## config.mk

```make
export PLATFORM = sky130hd
export DESIGN_NAME = internal_osc_and_idle_clock_ctrl
export DESIGN_NICKNAME = d
export VERILOG_FILES = /design/src/rtl/clock_ctrl_pkg.sv /design/src/rtl/internal_osc_and_idle_clock_ctrl.sv
export VERILOG_INCLUDE_DIRS = /design/src /design/src/rtl
export SDC_FILE = /design/constraint.sdc
export NUM_CORES = 1
export LEC_CHECK = 0
export ABC_AREA = 1
export BUFFER_PORTS_ARGS = -buffer_cell sky130_fd_sc_hd__buf_4
export CAP_MARGIN = 20
export CORE_MARGIN = 2
export CORE_UTILIZATION = 38
export CTS_CLUSTER_SIZE = 16
export DETAILED_ROUTE_END_ITERATION = 10
export GPL_TIMING_DRIVEN = 0
export PLACE_DENSITY_LB_ADDON = 0.2
export SLEW_MARGIN = 15
export SYNTH_ARGS = -nofsm -noshare
export SYNTH_HDL_FRONTEND = slang
export SYNTH_SLANG_ARGS = --single-unit
```

## constraint.sdc

```tcl
create_clock -name clk -period 3.05 [get_ports clk]
set_input_delay 0.61 -clock clk [delete_from_list [all_inputs] [get_ports clk]]
set_output_delay 0.61 -clock clk [all_outputs]
set_load 0.05 [all_outputs]
```

## src/rtl/clock_ctrl_cfg.svh

```systemverilog
`ifndef CLOCK_CTRL_CFG_SVH
`define CLOCK_CTRL_CFG_SVH

// clock and timing figures
`define CLK_PERIOD_NS     10
`define TUNE_SETTLE_NS    1000000
`define WAKE_SETTLE_NS    200
`define SLOW_TUNE_EDGES   3'h7
`define FAST_HALF_CYC     40
`define SLOW_HALF_CYC     10000

// register offsets
`define ADDR_OSC_CONTROL  2'h0
`define ADDR_OSC_TUNING   2'h1
`define ADDR_OSC_CONFIG   2'h2
`define ADDR_OSC_AUX      2'h3

// reset values
`define RST_INTERNAL_FREQ_SELECT          3'h4
`define RST_FOSC          4'h8

// field positions
`define CTL_IDLE_BIT      7
`define CTL_RDY_BIT       3
`define TUN_LFSS_BIT      7
`define TUN_MULT_BIT      6
`define AUX_SECEN_BIT     0

// primary oscillator configuration codes
`define FOSC_ALL_IO       4'h8
`define FOSC_CLKOUT       4'h9

// synchroniser bit positions
`define SYN_PRI           0
`define SYN_SEC           1
`define SYN_SEC_START     2
`define SYN_PIN1          3
`define SYN_PIN2          4

`endif

```

## src/rtl/clock_ctrl_pkg.sv

```systemverilog
package clock_ctrl_pkg;

    // power management state of the core
    typedef enum logic [1:0] {
        ST_RUN   = 2'b00,
        ST_IDLE  = 2'b01,
        ST_SLEEP = 2'b10,
        ST_WAKE  = 2'b11
    } pwr_state_e;

    // device clock sources
    typedef enum logic [1:0] {
        SRC_FAST = 2'b00,
        SRC_SLOW = 2'b01,
        SRC_PRI  = 2'b10,
        SRC_SEC  = 2'b11
    } clk_src_e;

endpackage

```

## src/rtl/internal_osc_and_idle_clock_ctrl.sv

```systemverilog
// Implementation choices: the register offsets and the strobed register port.
`timescale 1ns/1ps
`include "clock_ctrl_cfg.svh"
// How it works
// [RQ1] fast oscillator gives 8 MHz directly and postscaled 31 kHz to 4 MHz
// [RQ2] fast oscillator runs whenever a 125 kHz to 8 MHz setting is chosen
// [RQ3] slow rc runs when selected or any of four monitor features enabled
// [RQ4] frequency select picks fast direct, slow direct or a postscaled output
// [RQ5] clock-out mode: pin two gives device clock over four, pin one is port bit
// [RQ6] all-io mode: both oscillator pins become port bits seven and six
// [RQ7] slow rc has its own divider, independent of fast oscillator tuning
// [RQ8] tuning write: fast settles within 1 ms, slow within 8 cycles
// [RQ9] execution continues while tuning shifts; no completion flag exists
// [RQ10] at 31 kHz the low-frequency source bit chooses which oscillator
// [RQ11] multiplier gives four times the fast clock, enabled by tuning bit 6
// [RQ12] multiplier works only for internal primary and top two frequencies
// [RQ13] where multiplier unavailable its enable reads zero and does nothing
// [RQ14] software sets idle enable and clears clock select before sleep
// [RQ15] primary idle: cpu stopped, peripherals clocked, ready flag stays set
// [RQ16] wake from primary idle resumes cpu after settle, bits untouched
// [RQ17] software sets idle enable, writes 01 to clock select, then sleeps
// [RQ18] switching to secondary stops primary, clears ready, sets running flag
// [RQ19] wake from secondary idle resumes cpu after settle on secondary clock
// [RQ20] sleep ignored for secondary idle when secondary enable is clear
// [RQ21] peripheral clocks held off until the secondary oscillator starts
// [RQ22] every clock switch is free of glitches and truncated pulses
module internal_osc_and_idle_clock_ctrl #(
    parameter int FAST_HALF_CYC   = `FAST_HALF_CYC,
    parameter int SLOW_HALF_CYC   = `SLOW_HALF_CYC,
    parameter int TUNE_SETTLE_CYC = `TUNE_SETTLE_NS / `CLK_PERIOD_NS
) (
    // clock and reset
    input  wire logic                      clk,
    input  wire logic                      rst,
    // register port
    input  wire logic [1:0]                reg_addr,
    input  wire logic [7:0]                reg_wdata,
    input  wire logic                      reg_wr,
    input  wire logic                      reg_rd,
    output logic      [7:0]                reg_rdata_r,
    // core events
    input  wire logic                      sleep_instr,
    input  wire logic                      wake_event,
    // oscillator inputs from pins
    input  wire logic                      pri_osc_in,
    input  wire logic                      sec_osc_in,
    input  wire logic                      sec_osc_started,
    // oscillator pins
    input  wire logic                      osc_pin_one_in,
    output logic                           osc_pin_one_out_r,
    output logic                           osc_pin_one_oe_r,
    input  wire logic                      osc_pin_two_in,
    output logic                           osc_pin_two_out_r,
    output logic                           osc_pin_two_oe_r,
    // port a side of the shared pins
    input  wire logic                      port_a_bit_seven_out,
    input  wire logic                      port_a_bit_seven_oe,
    output logic                           port_a_bit_seven_in_r,
    input  wire logic                      port_a_bit_six_out,
    input  wire logic                      port_a_bit_six_oe,
    output logic                           port_a_bit_six_in_r,
    // clock outputs and status
    output logic                           dev_clk_r,
    output logic                           cpu_clk_on_r,
    output logic                           periph_clk_on_r,
    output logic                           fast_osc_on_r,
    output logic                           slow_rc_on_r,
    output logic                           pri_osc_en_r,
    output logic                           mult_active_r,
    output clock_ctrl_pkg::pwr_state_e     pwr_state_r
);
    import clock_ctrl_pkg::*;

    localparam logic [15:0] FAST_BASE  = 16'(FAST_HALF_CYC);
    localparam logic [15:0] SLOW_BASE  = 16'(SLOW_HALF_CYC);
    localparam int          STEP_CYC   = (TUNE_SETTLE_CYC / 64 > 1) ? TUNE_SETTLE_CYC / 64 : 1;
    localparam logic [23:0] STEP_LAST  = 24'(STEP_CYC - 1);
    localparam int          WAKE_CYC   = (`WAKE_SETTLE_NS + `CLK_PERIOD_NS - 1) / `CLK_PERIOD_NS;
    localparam logic [15:0] WAKE_LAST  = 16'(WAKE_CYC - 1);

    // internal oscillator primary configurations
    function automatic logic fosc_internal(input logic [3:0] f);
        return (f == `FOSC_ALL_IO) || (f == `FOSC_CLKOUT);
    endfunction

    // half period of the fast path in reference clocks
    function automatic logic [15:0] fast_half(input logic [2:0] f, input logic m,
                                              input logic [15:0] b);
        logic [15:0] h;
        h = (f == 3'h0) ? (b << 8) : (b << (3'h7 - f));
        if (m) begin
            h = h >> 2;
        end
        return h;
    endfunction

    // software visible state
    logic       idle_en_r;
    logic [2:0] internal_freq_select_r;
    logic [1:0] scs_r;
    logic       lfss_r;
    logic       mult_en_r;
    logic [5:0] tune_r;
    logic [3:0] fosc_r;
    logic [3:0] feat_r;
    logic       sec_en_r;
    logic       pri_ready_r;
    logic       secondary_run_mode_r;

    // oscillator state
    logic signed [5:0] tune_eff_r;
    logic [23:0]       step_cnt_r;
    logic [5:0]        slow_tune_r;
    logic              slow_pend_r;
    logic [2:0]        slow_edge_r;
    logic [15:0]       fast_cnt_r;
    logic              fast_clk_r;
    logic [15:0]       slow_cnt_r;
    logic              slow_clk_r;
    logic [4:0]        sync1_r;
    logic [4:0]        sync2_r;
    logic [3:0]        src_prev_r;
    clk_src_e          sel_r;
    logic              dev_prev_r;
    logic              quarter_r;
    logic              fosc4_r;
    pwr_state_e        st_nxt;
    logic [15:0]       wake_cnt_r;
    logic [15:0]       wake_len_r;

    logic        mult_avail;
    logic        tune_wr;
    clk_src_e    tgt;
    logic [3:0]  src_lvl;
    logic [15:0] fast_reload;
    logic [15:0] slow_reload;

    // multiplier only for internal primary at 4 or 8 MHz
    assign mult_avail  = fosc_internal(fosc_r) && (internal_freq_select_r[2:1] == 2'b11); // RQ12
    assign tune_wr     = reg_wr && (reg_addr == `ADDR_OSC_TUNING);
    assign fast_reload = fast_half(internal_freq_select_r, mult_active_r,
                                   FAST_BASE + {{10{tune_eff_r[5]}}, tune_eff_r}) - 16'h0001;
    assign slow_reload = SLOW_BASE + {{10{slow_tune_r[5]}}, slow_tune_r} - 16'h0001; // RQ7
    assign src_lvl     = {sync2_r[`SYN_SEC], sync2_r[`SYN_PRI], slow_clk_r, fast_clk_r};

    // target source from clock select, primary config and frequency select
    always_comb begin
        if (scs_r == 2'b01) begin
            tgt = SRC_SEC;
        end else if (scs_r == 2'b00 && !fosc_internal(fosc_r)) begin
            tgt = SRC_PRI;
        end else if (internal_freq_select_r == 3'h0 && !lfss_r) begin
            tgt = SRC_SLOW; // RQ10 RQ4
        end else begin
            tgt = SRC_FAST; // RQ4
        end
    end

    // control register fields
    always_ff @(posedge clk) begin
        if (rst) begin
            idle_en_r <= 1'b0;
            internal_freq_select_r    <= `RST_INTERNAL_FREQ_SELECT;
            scs_r     <= 2'b00;
        end else if (reg_wr && reg_addr == `ADDR_OSC_CONTROL) begin
            idle_en_r <= reg_wdata[`CTL_IDLE_BIT];
            internal_freq_select_r    <= reg_wdata[6:4];
            scs_r     <= reg_wdata[1:0];
        end
    end

    // tuning, configuration and aux fields
    always_ff @(posedge clk) begin
        if (rst) begin
            lfss_r   <= 1'b0;
            tune_r   <= 6'h00;
            fosc_r   <= `RST_FOSC;
            feat_r   <= 4'h0;
            sec_en_r <= 1'b0;
        end else begin
            if (tune_wr) begin
                lfss_r <= reg_wdata[`TUN_LFSS_BIT];
                tune_r <= reg_wdata[5:0];
            end
            if (reg_wr && reg_addr == `ADDR_OSC_CONFIG) begin
                fosc_r <= reg_wdata[3:0];
                feat_r <= reg_wdata[7:4];
            end
            if (reg_wr && reg_addr == `ADDR_OSC_AUX) begin
                sec_en_r <= reg_wdata[`AUX_SECEN_BIT];
            end
        end
    end

    // enable is forced low while the multiplier is unavailable
    always_ff @(posedge clk) begin
        if (rst || !mult_avail) begin
            mult_en_r <= 1'b0; // RQ13
        end else if (tune_wr) begin
            mult_en_r <= reg_wdata[`TUN_MULT_BIT]; // RQ11
        end
    end

    // register read, data valid only in the cycle after the strobe
    always_ff @(posedge clk) begin
        if (rst || !reg_rd) begin
            reg_rdata_r <= 8'h00;
        end else begin
            unique case (reg_addr)
                `ADDR_OSC_CONTROL: reg_rdata_r <= {idle_en_r, internal_freq_select_r, pri_ready_r, 1'b0, scs_r};
                `ADDR_OSC_TUNING:  reg_rdata_r <= {lfss_r, mult_en_r, tune_r};
                `ADDR_OSC_CONFIG:  reg_rdata_r <= {feat_r, fosc_r};
                `ADDR_OSC_AUX:     reg_rdata_r <= {2'b00, pwr_state_r, 1'b0,
                                                   sync2_r[`SYN_SEC_START], secondary_run_mode_r, sec_en_r};
            endcase
        end
    end

    // fast tuning slews one step at a time; no done flag by design
    always_ff @(posedge clk) begin
        if (rst) begin
            tune_eff_r <= 6'sh00;
            step_cnt_r <= 24'h000000;
        end else if (tune_eff_r == $signed(tune_r)) begin
            step_cnt_r <= 24'h000000; // RQ9
        end else if (step_cnt_r == STEP_LAST) begin
            step_cnt_r <= 24'h000000;
            tune_eff_r <= (tune_eff_r < $signed(tune_r)) ? tune_eff_r + 6'sh01
                                                          : tune_eff_r - 6'sh01; // RQ8
        end else begin
            step_cnt_r <= step_cnt_r + 24'h000001;
        end
    end

    // slow clock picks up the new trim after eight of its own edges
    always_ff @(posedge clk) begin
        if (rst) begin
            slow_tune_r <= 6'h00;
            slow_pend_r <= 1'b0;
            slow_edge_r <= 3'h0;
        end else if (tune_wr) begin
            slow_pend_r <= 1'b1;
            slow_edge_r <= 3'h0;
        end else if (slow_pend_r && slow_cnt_r == 16'h0000 && !slow_clk_r) begin
            slow_edge_r <= slow_edge_r + 3'h1;
            if (slow_edge_r == `SLOW_TUNE_EDGES) begin
                slow_tune_r <= tune_r; // RQ8
                slow_pend_r <= 1'b0;
            end
        end
    end

    // oscillator run enables; a selected source never stops under the mux
    always_ff @(posedge clk) begin
        if (rst) begin
            fast_osc_on_r <= 1'b0;
            slow_rc_on_r  <= 1'b0;
            mult_active_r <= 1'b0;
        end else begin
            fast_osc_on_r <= (tgt == SRC_FAST) || (sel_r == SRC_FAST); // RQ2
            slow_rc_on_r  <= (tgt == SRC_SLOW) || (sel_r == SRC_SLOW) || (feat_r != 4'h0); // RQ3
            mult_active_r <= mult_en_r && mult_avail; // RQ11 RQ12
        end
    end

    // fast divider reloads only at a toggle, so no half period is cut short
    always_ff @(posedge clk) begin
        if (rst || !fast_osc_on_r) begin
            fast_cnt_r <= 16'h0000;
            fast_clk_r <= 1'b0;
        end else if (fast_cnt_r == 16'h0000) begin
            fast_clk_r <= ~fast_clk_r; // RQ1
            fast_cnt_r <= fast_reload; // RQ22
        end else begin
            fast_cnt_r <= fast_cnt_r - 16'h0001;
        end
    end

    // slow rc divider, separate from the fast path
    always_ff @(posedge clk) begin
        if (rst || !slow_rc_on_r) begin
            slow_cnt_r <= 16'h0000;
            slow_clk_r <= 1'b0;
        end else if (slow_cnt_r == 16'h0000) begin
            slow_clk_r <= ~slow_clk_r; // RQ7
            slow_cnt_r <= slow_reload;
        end else begin
            slow_cnt_r <= slow_cnt_r - 16'h0001;
        end
    end

    // two-stage synchronisers for everything arriving on pins
    always_ff @(posedge clk) begin
        if (rst) begin
            sync1_r <= 5'h00;
            sync2_r <= 5'h00;
        end else begin
            sync1_r <= {osc_pin_two_in, osc_pin_one_in, sec_osc_started, sec_osc_in, pri_osc_in};
            sync2_r <= sync1_r;
        end
    end

    // switch only while output is low and the new source has just fallen
    always_ff @(posedge clk) begin
        if (rst) begin
            src_prev_r <= 4'h0;
            sel_r      <= SRC_FAST;
            dev_clk_r  <= 1'b0;
        end else begin
            src_prev_r <= src_lvl;
            if (tgt != sel_r && !dev_clk_r && src_prev_r[tgt] && !src_lvl[tgt]) begin
                sel_r     <= tgt; // RQ22
                dev_clk_r <= 1'b0;
            end else begin
                dev_clk_r <= src_lvl[sel_r];
            end
        end
    end

    // status flags follow the source actually driving the device clock
    always_ff @(posedge clk) begin
        if (rst) begin
            pri_ready_r  <= 1'b0;
            secondary_run_mode_r    <= 1'b0;
            pri_osc_en_r <= 1'b1;
        end else begin
            pri_ready_r  <= (scs_r == 2'b00) && (sel_r == tgt) && (sel_r != SRC_SEC); // RQ15 RQ18
            secondary_run_mode_r    <= (sel_r == SRC_SEC); // RQ18
            pri_osc_en_r <= (sel_r != SRC_SEC); // RQ18
        end
    end

    // device clock over four for the clock-out pin
    always_ff @(posedge clk) begin
        if (rst) begin
            dev_prev_r <= 1'b0;
            quarter_r  <= 1'b0;
            fosc4_r    <= 1'b0;
        end else begin
            dev_prev_r <= dev_clk_r;
            if (dev_clk_r && !dev_prev_r) begin
                quarter_r <= ~quarter_r;
                if (quarter_r) begin
                    fosc4_r <= ~fosc4_r;
                end
            end
        end
    end

    // oscillator pin reuse; external oscillator modes leave both pins undriven
    always_ff @(posedge clk) begin
        if (rst) begin
            osc_pin_one_out_r     <= 1'b0;
            osc_pin_one_oe_r      <= 1'b0;
            osc_pin_two_out_r     <= 1'b0;
            osc_pin_two_oe_r      <= 1'b0;
            port_a_bit_seven_in_r <= 1'b0;
            port_a_bit_six_in_r   <= 1'b0;
        end else begin
            port_a_bit_seven_in_r <= sync2_r[`SYN_PIN1];
            port_a_bit_six_in_r   <= sync2_r[`SYN_PIN2];
            osc_pin_one_out_r     <= port_a_bit_seven_out;
            osc_pin_one_oe_r      <= fosc_internal(fosc_r) && port_a_bit_seven_oe; // RQ5 RQ6
            if (fosc_r == `FOSC_CLKOUT) begin
                osc_pin_two_out_r <= fosc4_r; // RQ5
                osc_pin_two_oe_r  <= 1'b1;
            end else if (fosc_r == `FOSC_ALL_IO) begin
                osc_pin_two_out_r <= port_a_bit_six_out; // RQ6
                osc_pin_two_oe_r  <= port_a_bit_six_oe;
            end else begin
                osc_pin_two_out_r <= 1'b0;
                osc_pin_two_oe_r  <= 1'b0;
            end
        end
    end

    // power state next value; sleep for secondary idle needs the enable
    always_comb begin
        st_nxt = pwr_state_r;
        unique case (pwr_state_r)
            ST_RUN: begin
                if (sleep_instr && !(scs_r == 2'b01 && !sec_en_r)) begin // RQ20
                    st_nxt = idle_en_r ? ST_IDLE : ST_SLEEP; // RQ14 RQ17
                end
            end
            ST_IDLE, ST_SLEEP: begin
                if (wake_event) begin
                    st_nxt = ST_WAKE;
                end
            end
            ST_WAKE: begin
                if (wake_cnt_r == WAKE_LAST) begin
                    st_nxt = ST_RUN; // RQ16 RQ19
                end
            end
        endcase
    end

    // power state and clock gates; wake settle counted before cpu resumes
    always_ff @(posedge clk) begin
        if (rst) begin
            pwr_state_r     <= ST_RUN;
            wake_cnt_r      <= 16'h0000;
            cpu_clk_on_r    <= 1'b1;
            periph_clk_on_r <= 1'b1;
        end else begin
            pwr_state_r     <= st_nxt;
            wake_cnt_r      <= (pwr_state_r == ST_WAKE) ? wake_cnt_r + 16'h0001 : 16'h0000;
            cpu_clk_on_r    <= (st_nxt == ST_RUN); // RQ15
            periph_clk_on_r <= (st_nxt != ST_SLEEP)
                               && !(sel_r == SRC_SEC && !sync2_r[`SYN_SEC_START]); // RQ21
        end
    end

    // helper: running count of the current wake settle, cleared to zero outside wake
    always_ff @(posedge clk) begin
        if (rst) begin
            wake_len_r <= 16'h0000;
        end else begin
            wake_len_r <= (pwr_state_r == ST_WAKE) ? wake_len_r + 16'h0001 : 16'h0000;
        end
    end

    a_mult_forced: assert property (@(posedge clk) disable iff (rst) // RQ13
        !mult_avail |=> !mult_en_r) else $error("multiplier enable not forced low");

    a_mult_gate: assert property (@(posedge clk) disable iff (rst) // RQ12
        mult_active_r |-> $past(mult_avail) && $past(mult_en_r))
        else $error("multiplier active outside its modes");

    a_fast_runs: assert property (@(posedge clk) disable iff (rst) // RQ2
        !$past(rst) && (tgt == SRC_FAST) |=> fast_osc_on_r)
        else $error("fast oscillator off while needed");

    a_slow_auto: assert property (@(posedge clk) disable iff (rst) // RQ3
        (feat_r != 4'h0) |=> slow_rc_on_r) else $error("slow rc off with feature enabled");

    a_sleep_ignored: assert property (@(posedge clk) disable iff (rst) // RQ20
        (pwr_state_r == ST_RUN && sleep_instr && scs_r == 2'b01 && !sec_en_r)
        |=> pwr_state_r == ST_RUN && cpu_clk_on_r) else $error("sleep not ignored");

    a_wake_settle: assert property (@(posedge clk) disable iff (rst) // RQ16 RQ19
        ($past(pwr_state_r) == ST_WAKE && pwr_state_r == ST_RUN)
        |-> wake_len_r == 16'(WAKE_CYC) && cpu_clk_on_r) else $error("wake settle length wrong");

    a_cpu_gated: assert property (@(posedge clk) disable iff (rst) // RQ15
        (pwr_state_r == ST_IDLE) |-> !cpu_clk_on_r ##1 (pwr_state_r != ST_RUN))
        else $error("cpu clocked in idle");

    a_sec_flags: assert property (@(posedge clk) disable iff (rst) // RQ18
        (sel_r == SRC_SEC) |=> secondary_run_mode_r && !pri_ready_r && !pri_osc_en_r)
        else $error("secondary switch flags wrong");

    a_switch_clean: assert property (@(posedge clk) disable iff (rst) // RQ22
        $changed(sel_r) |-> !$past(dev_clk_r) && !dev_clk_r) else $error("clock switch glitch");

    a_periph_hold: assert property (@(posedge clk) disable iff (rst) // RQ21
        (sel_r == SRC_SEC && !sync2_r[`SYN_SEC_START]) |=> !periph_clk_on_r)
        else $error("peripherals clocked before secondary start");

    a_tune_step: assert property (@(posedge clk) disable iff (rst) // RQ8
        $changed(tune_eff_r) |-> (step_cnt_r == 24'h000000) && $past(step_cnt_r) == STEP_LAST)
        else $error("tuning stepped off schedule");

    a_clkout_pin: assert property (@(posedge clk) disable iff (rst) // RQ5
        (fosc_r == `FOSC_CLKOUT) |=> osc_pin_two_oe_r && osc_pin_two_out_r == $past(fosc4_r))
        else $error("clock-out pin not driven");

endmodule // internal_osc_and_idle_clock_ctrl

```

==> out/metrics.cfg <==
[floorplan]
start_util_pct = 38.5
die_h_um = 147
fp.coreArea_um2 = 20100
pin_count = 48
die-area_um2 = 21600
die_w_um = 147
fp-row-count = 52

[timing]
fin_ws_ns = 0.229
max_freq_mhz = 354
fin_skew_ns = 0.0138
slew_headroom_pct = 62.2
drv_slew = 0
worst_slew_pin_slew_ns = 0.567
finalSetupTns_ns = 0
hold-worst-slack_ns = 0.384
hold_violations = 0
min_period_over_period_pct = 92.5
min_period_ns = 2.82
setup_viol = 0

[detailed_routing]
dr_total_vias = 7196
drt-total-wl_um = 19300
avgViaCountPerCell = 4.90
antenna_left = 0
dr.first_iter.drc_count = 406
first_pass_iters = 5
drc = 0
wl_per_cell_um = 13.1

[global_route]
grt_pass1_wl_um = 32100
grt_use_total_pct = 18.2
grt_max_degree = 17
antenna_found_initial = 0
grt.overflow.total = 0
grt_pass1_vias = 6670

[clock_network]
cts_made_buffers = 17
cts_max_level = 4
cts_hold_buf = 0
clock_path_buffers = 2
cts-root-buf = clkbuf_16
insertion_delay_ns = 0.43
clkSinkCount = 157
clkTransAtPathRegs_ns = 0.07
cts_tree = done

[worst_setup_path]
r2r_end = tune_eff_r[5]
r2r.worst_path.cells = 15
crit_fanout = 6
worstSetupStartpointType = flop
r2r-start = tune_eff_r[2]
setup.worst_path.class = flop to flop
cp-startpoint = tune_eff_r[2]
worstPathRequired_ns = 3.36
rrSetupSlack_ns = 0.23
worstSetupEndpointType = flop
cp_data_arrival_time_ns = 3.13
worstSetupEndpoint = tune_eff_r[5]

[final_layout]
drive_above_1_share_pct = 10.5
diodes = 0
syn2layout_area_growth_pct = 17.7
finalNonFillerCells = 1470
design_area_um2 = 9120
final_common_cell = nand2_1
final_core_util_pct = 45.4
final_cell_mix = nand2_1, dfxtp_1, inv_1, nor2_1, nand3_1
nets = 1234

[logic_synthesis]
post_synth.cell_area_avg_um2 = 6.93
postSynthCellCount = 1118
netlist_area_um2 = 7750
synth-seq-cells = 157
synth_fp_nets = 1165
synth.distinct_cells = 44
async_reset_ff_share_pct = 0
synth_seq_area_share_pct = 40.6
synth_top_flop_cell = dfxtp_1
synth_edf_count = 0
ys_warn_count = 0

[placed_design]
dp_hpwl_um = 14600
dp_slack_ns = 0.0900
port_buffers = 47
gp_congestion = 0.914
placed_area_um2 = 8440
placed_cells = 1435

[status]
status = finished, final reports clean

[power_and_ir_drop]
cellPowerDensity_nw_per_um2 = 835
design_power_total_mw = 7.62
p_leak_nw = 3.91
ir_drop_v = 0.000546

[hold_path]
hold_path.class = primary input to flop

[run]
cap_violations = 0

## state kept, by name, indices dropped and copies added, names as in the netlist, 2 cells and up
register                flops
slow_cnt_r                 16
sel_r                       2
fosc_r                      4
tune_r                      6
sync1_r                     5
step_cnt_r                 24
tune_eff_r                  6
slow_edge_r                 3
feat_r                      4
wake_cnt_r                 16
scs_r                       2
pwr_state_r                 2
reg_rdata_r                 8
internal_freq_select_r      3
fast_cnt_r                 16
slow_tune_r                 6
src_prev_r                  4
sync2_r                     5
## worst max-delay path, stage by stage, from the launching register on
cell and delay (ns):
dfxtp_1 0.53, ha_1 0.30, nand2_1 0.06, nor2_1 0.05, o21ai_1 0.09, o211ai_1 0.15, xnor2_2 0.33, buf_4 0.18
buf_4 0.09, ha_1 0.25, a21oi_1 0.16, nor2_1 0.07, o21ai_0 0.14, nand3_1 0.11, o21ai_0 0.15, a21oi_1 0.05
## cells in the mapped netlist (6+ instances only)
cell | n | area, µm²
dfxtp_1 | 157 | 3140
inv_1 | 154 | 578
nand4_1 | 18 | 113
a21oi_1 | 89 | 445
nor4_1 | 10 | 62.6
nor2_1 | 150 | 563
nand2_1 | 206 | 773
nand3_1 | 93 | 465
clkbuf_1 | 13 | 48.8
inv_2 | 6 | 22.5
xnor2_1 | 7 | 61.3
o21ai_0 | 73 | 365
nor2_2 | 8 | 50.1
ha_1 | 21 | 263
xor2_1 | 13 | 114
nor3_1 | 24 | 120
or2_2 | 9 | 56.3
nor3b_1 | 11 | 82.6
## routing by layer
| layer | track usage, % | routed length (µm) |
|---|---|---|
| met1 | 24.9 | 9440 |
| met2 | 29.2 | 8770 |
| met3 | 3.94 | 741 |
| met4 | 4.95 | 349 |
| met5 | 0 | 0 |
## worst min-delay path by stage
| stage | slack [ns] | depth (start not counted) | to | startpoint |
|---|---|---|---|---|
| final | 0.38 | 3 | sync1_r[4] | osc_pin_two_in |
| after global routing | 0.38 | 3 | sync1_r[0] | pri_osc_in |
| after CTS | 0.37 | 3 | osc_pin_one_out_r | port_a_bit_seven_out |
| after detailed placement | 0.39 | 2 | sync2_r[0] | sync1_r[0] |
| after global placement | 0.39 | 2 | port_a_bit_six_in_r | sync2_r[4] |
| after floorplan | 0.39 | 2 | port_a_bit_seven_in_r | sync2_r[3] |
## cells by family (layout without fill, tap and decap cells)
| logic type | Yosys count | in the layout | synth area share, % |
|---|---|---|---|
| AOI/OAI and AO/OA | 193 | 193 | 13.5 |
| xor gates and xnor gates | 20 | 20 | 2.26 |
| adders and majority gates | 22 | 22 | 3.65 |
| buffers and inverters | 182 | 264 | 9.01 |
| DFF | 157 | 157 | 40.6 |
| and+or+nand+nor | 544 | 544 | 31.0 |
## layout make-up
| type | count | area (µm²) |
|---|---|---|
| fill | 2069 | 11000 |
| timing repair buffer | 50 | 375 |
| clock inverter | 13 | 178 |
| buffer | 20 | 90.1 |
| clock buffer | 19 | 443 |
| inverter | 162 | 608 |
| tap | 270 | 338 |
| sequential | 157 | 3150 |
| multi-input combinational | 779 | 3940 |
## where the power goes
part           internal, mW  switching (mW)  total (mW)
clock                  1.33           0.937        2.27
sequential             2.23           0.106        2.33
combinational          1.00            2.01        3.01
total                  4.56            3.06        7.62
## timing repair
item	4_1_cts	5_1_grt
setup buffers	0	3
endpoints found under the setup margin	0	2
resized for setup	0	6
Power figures use the tool's default switching activity.
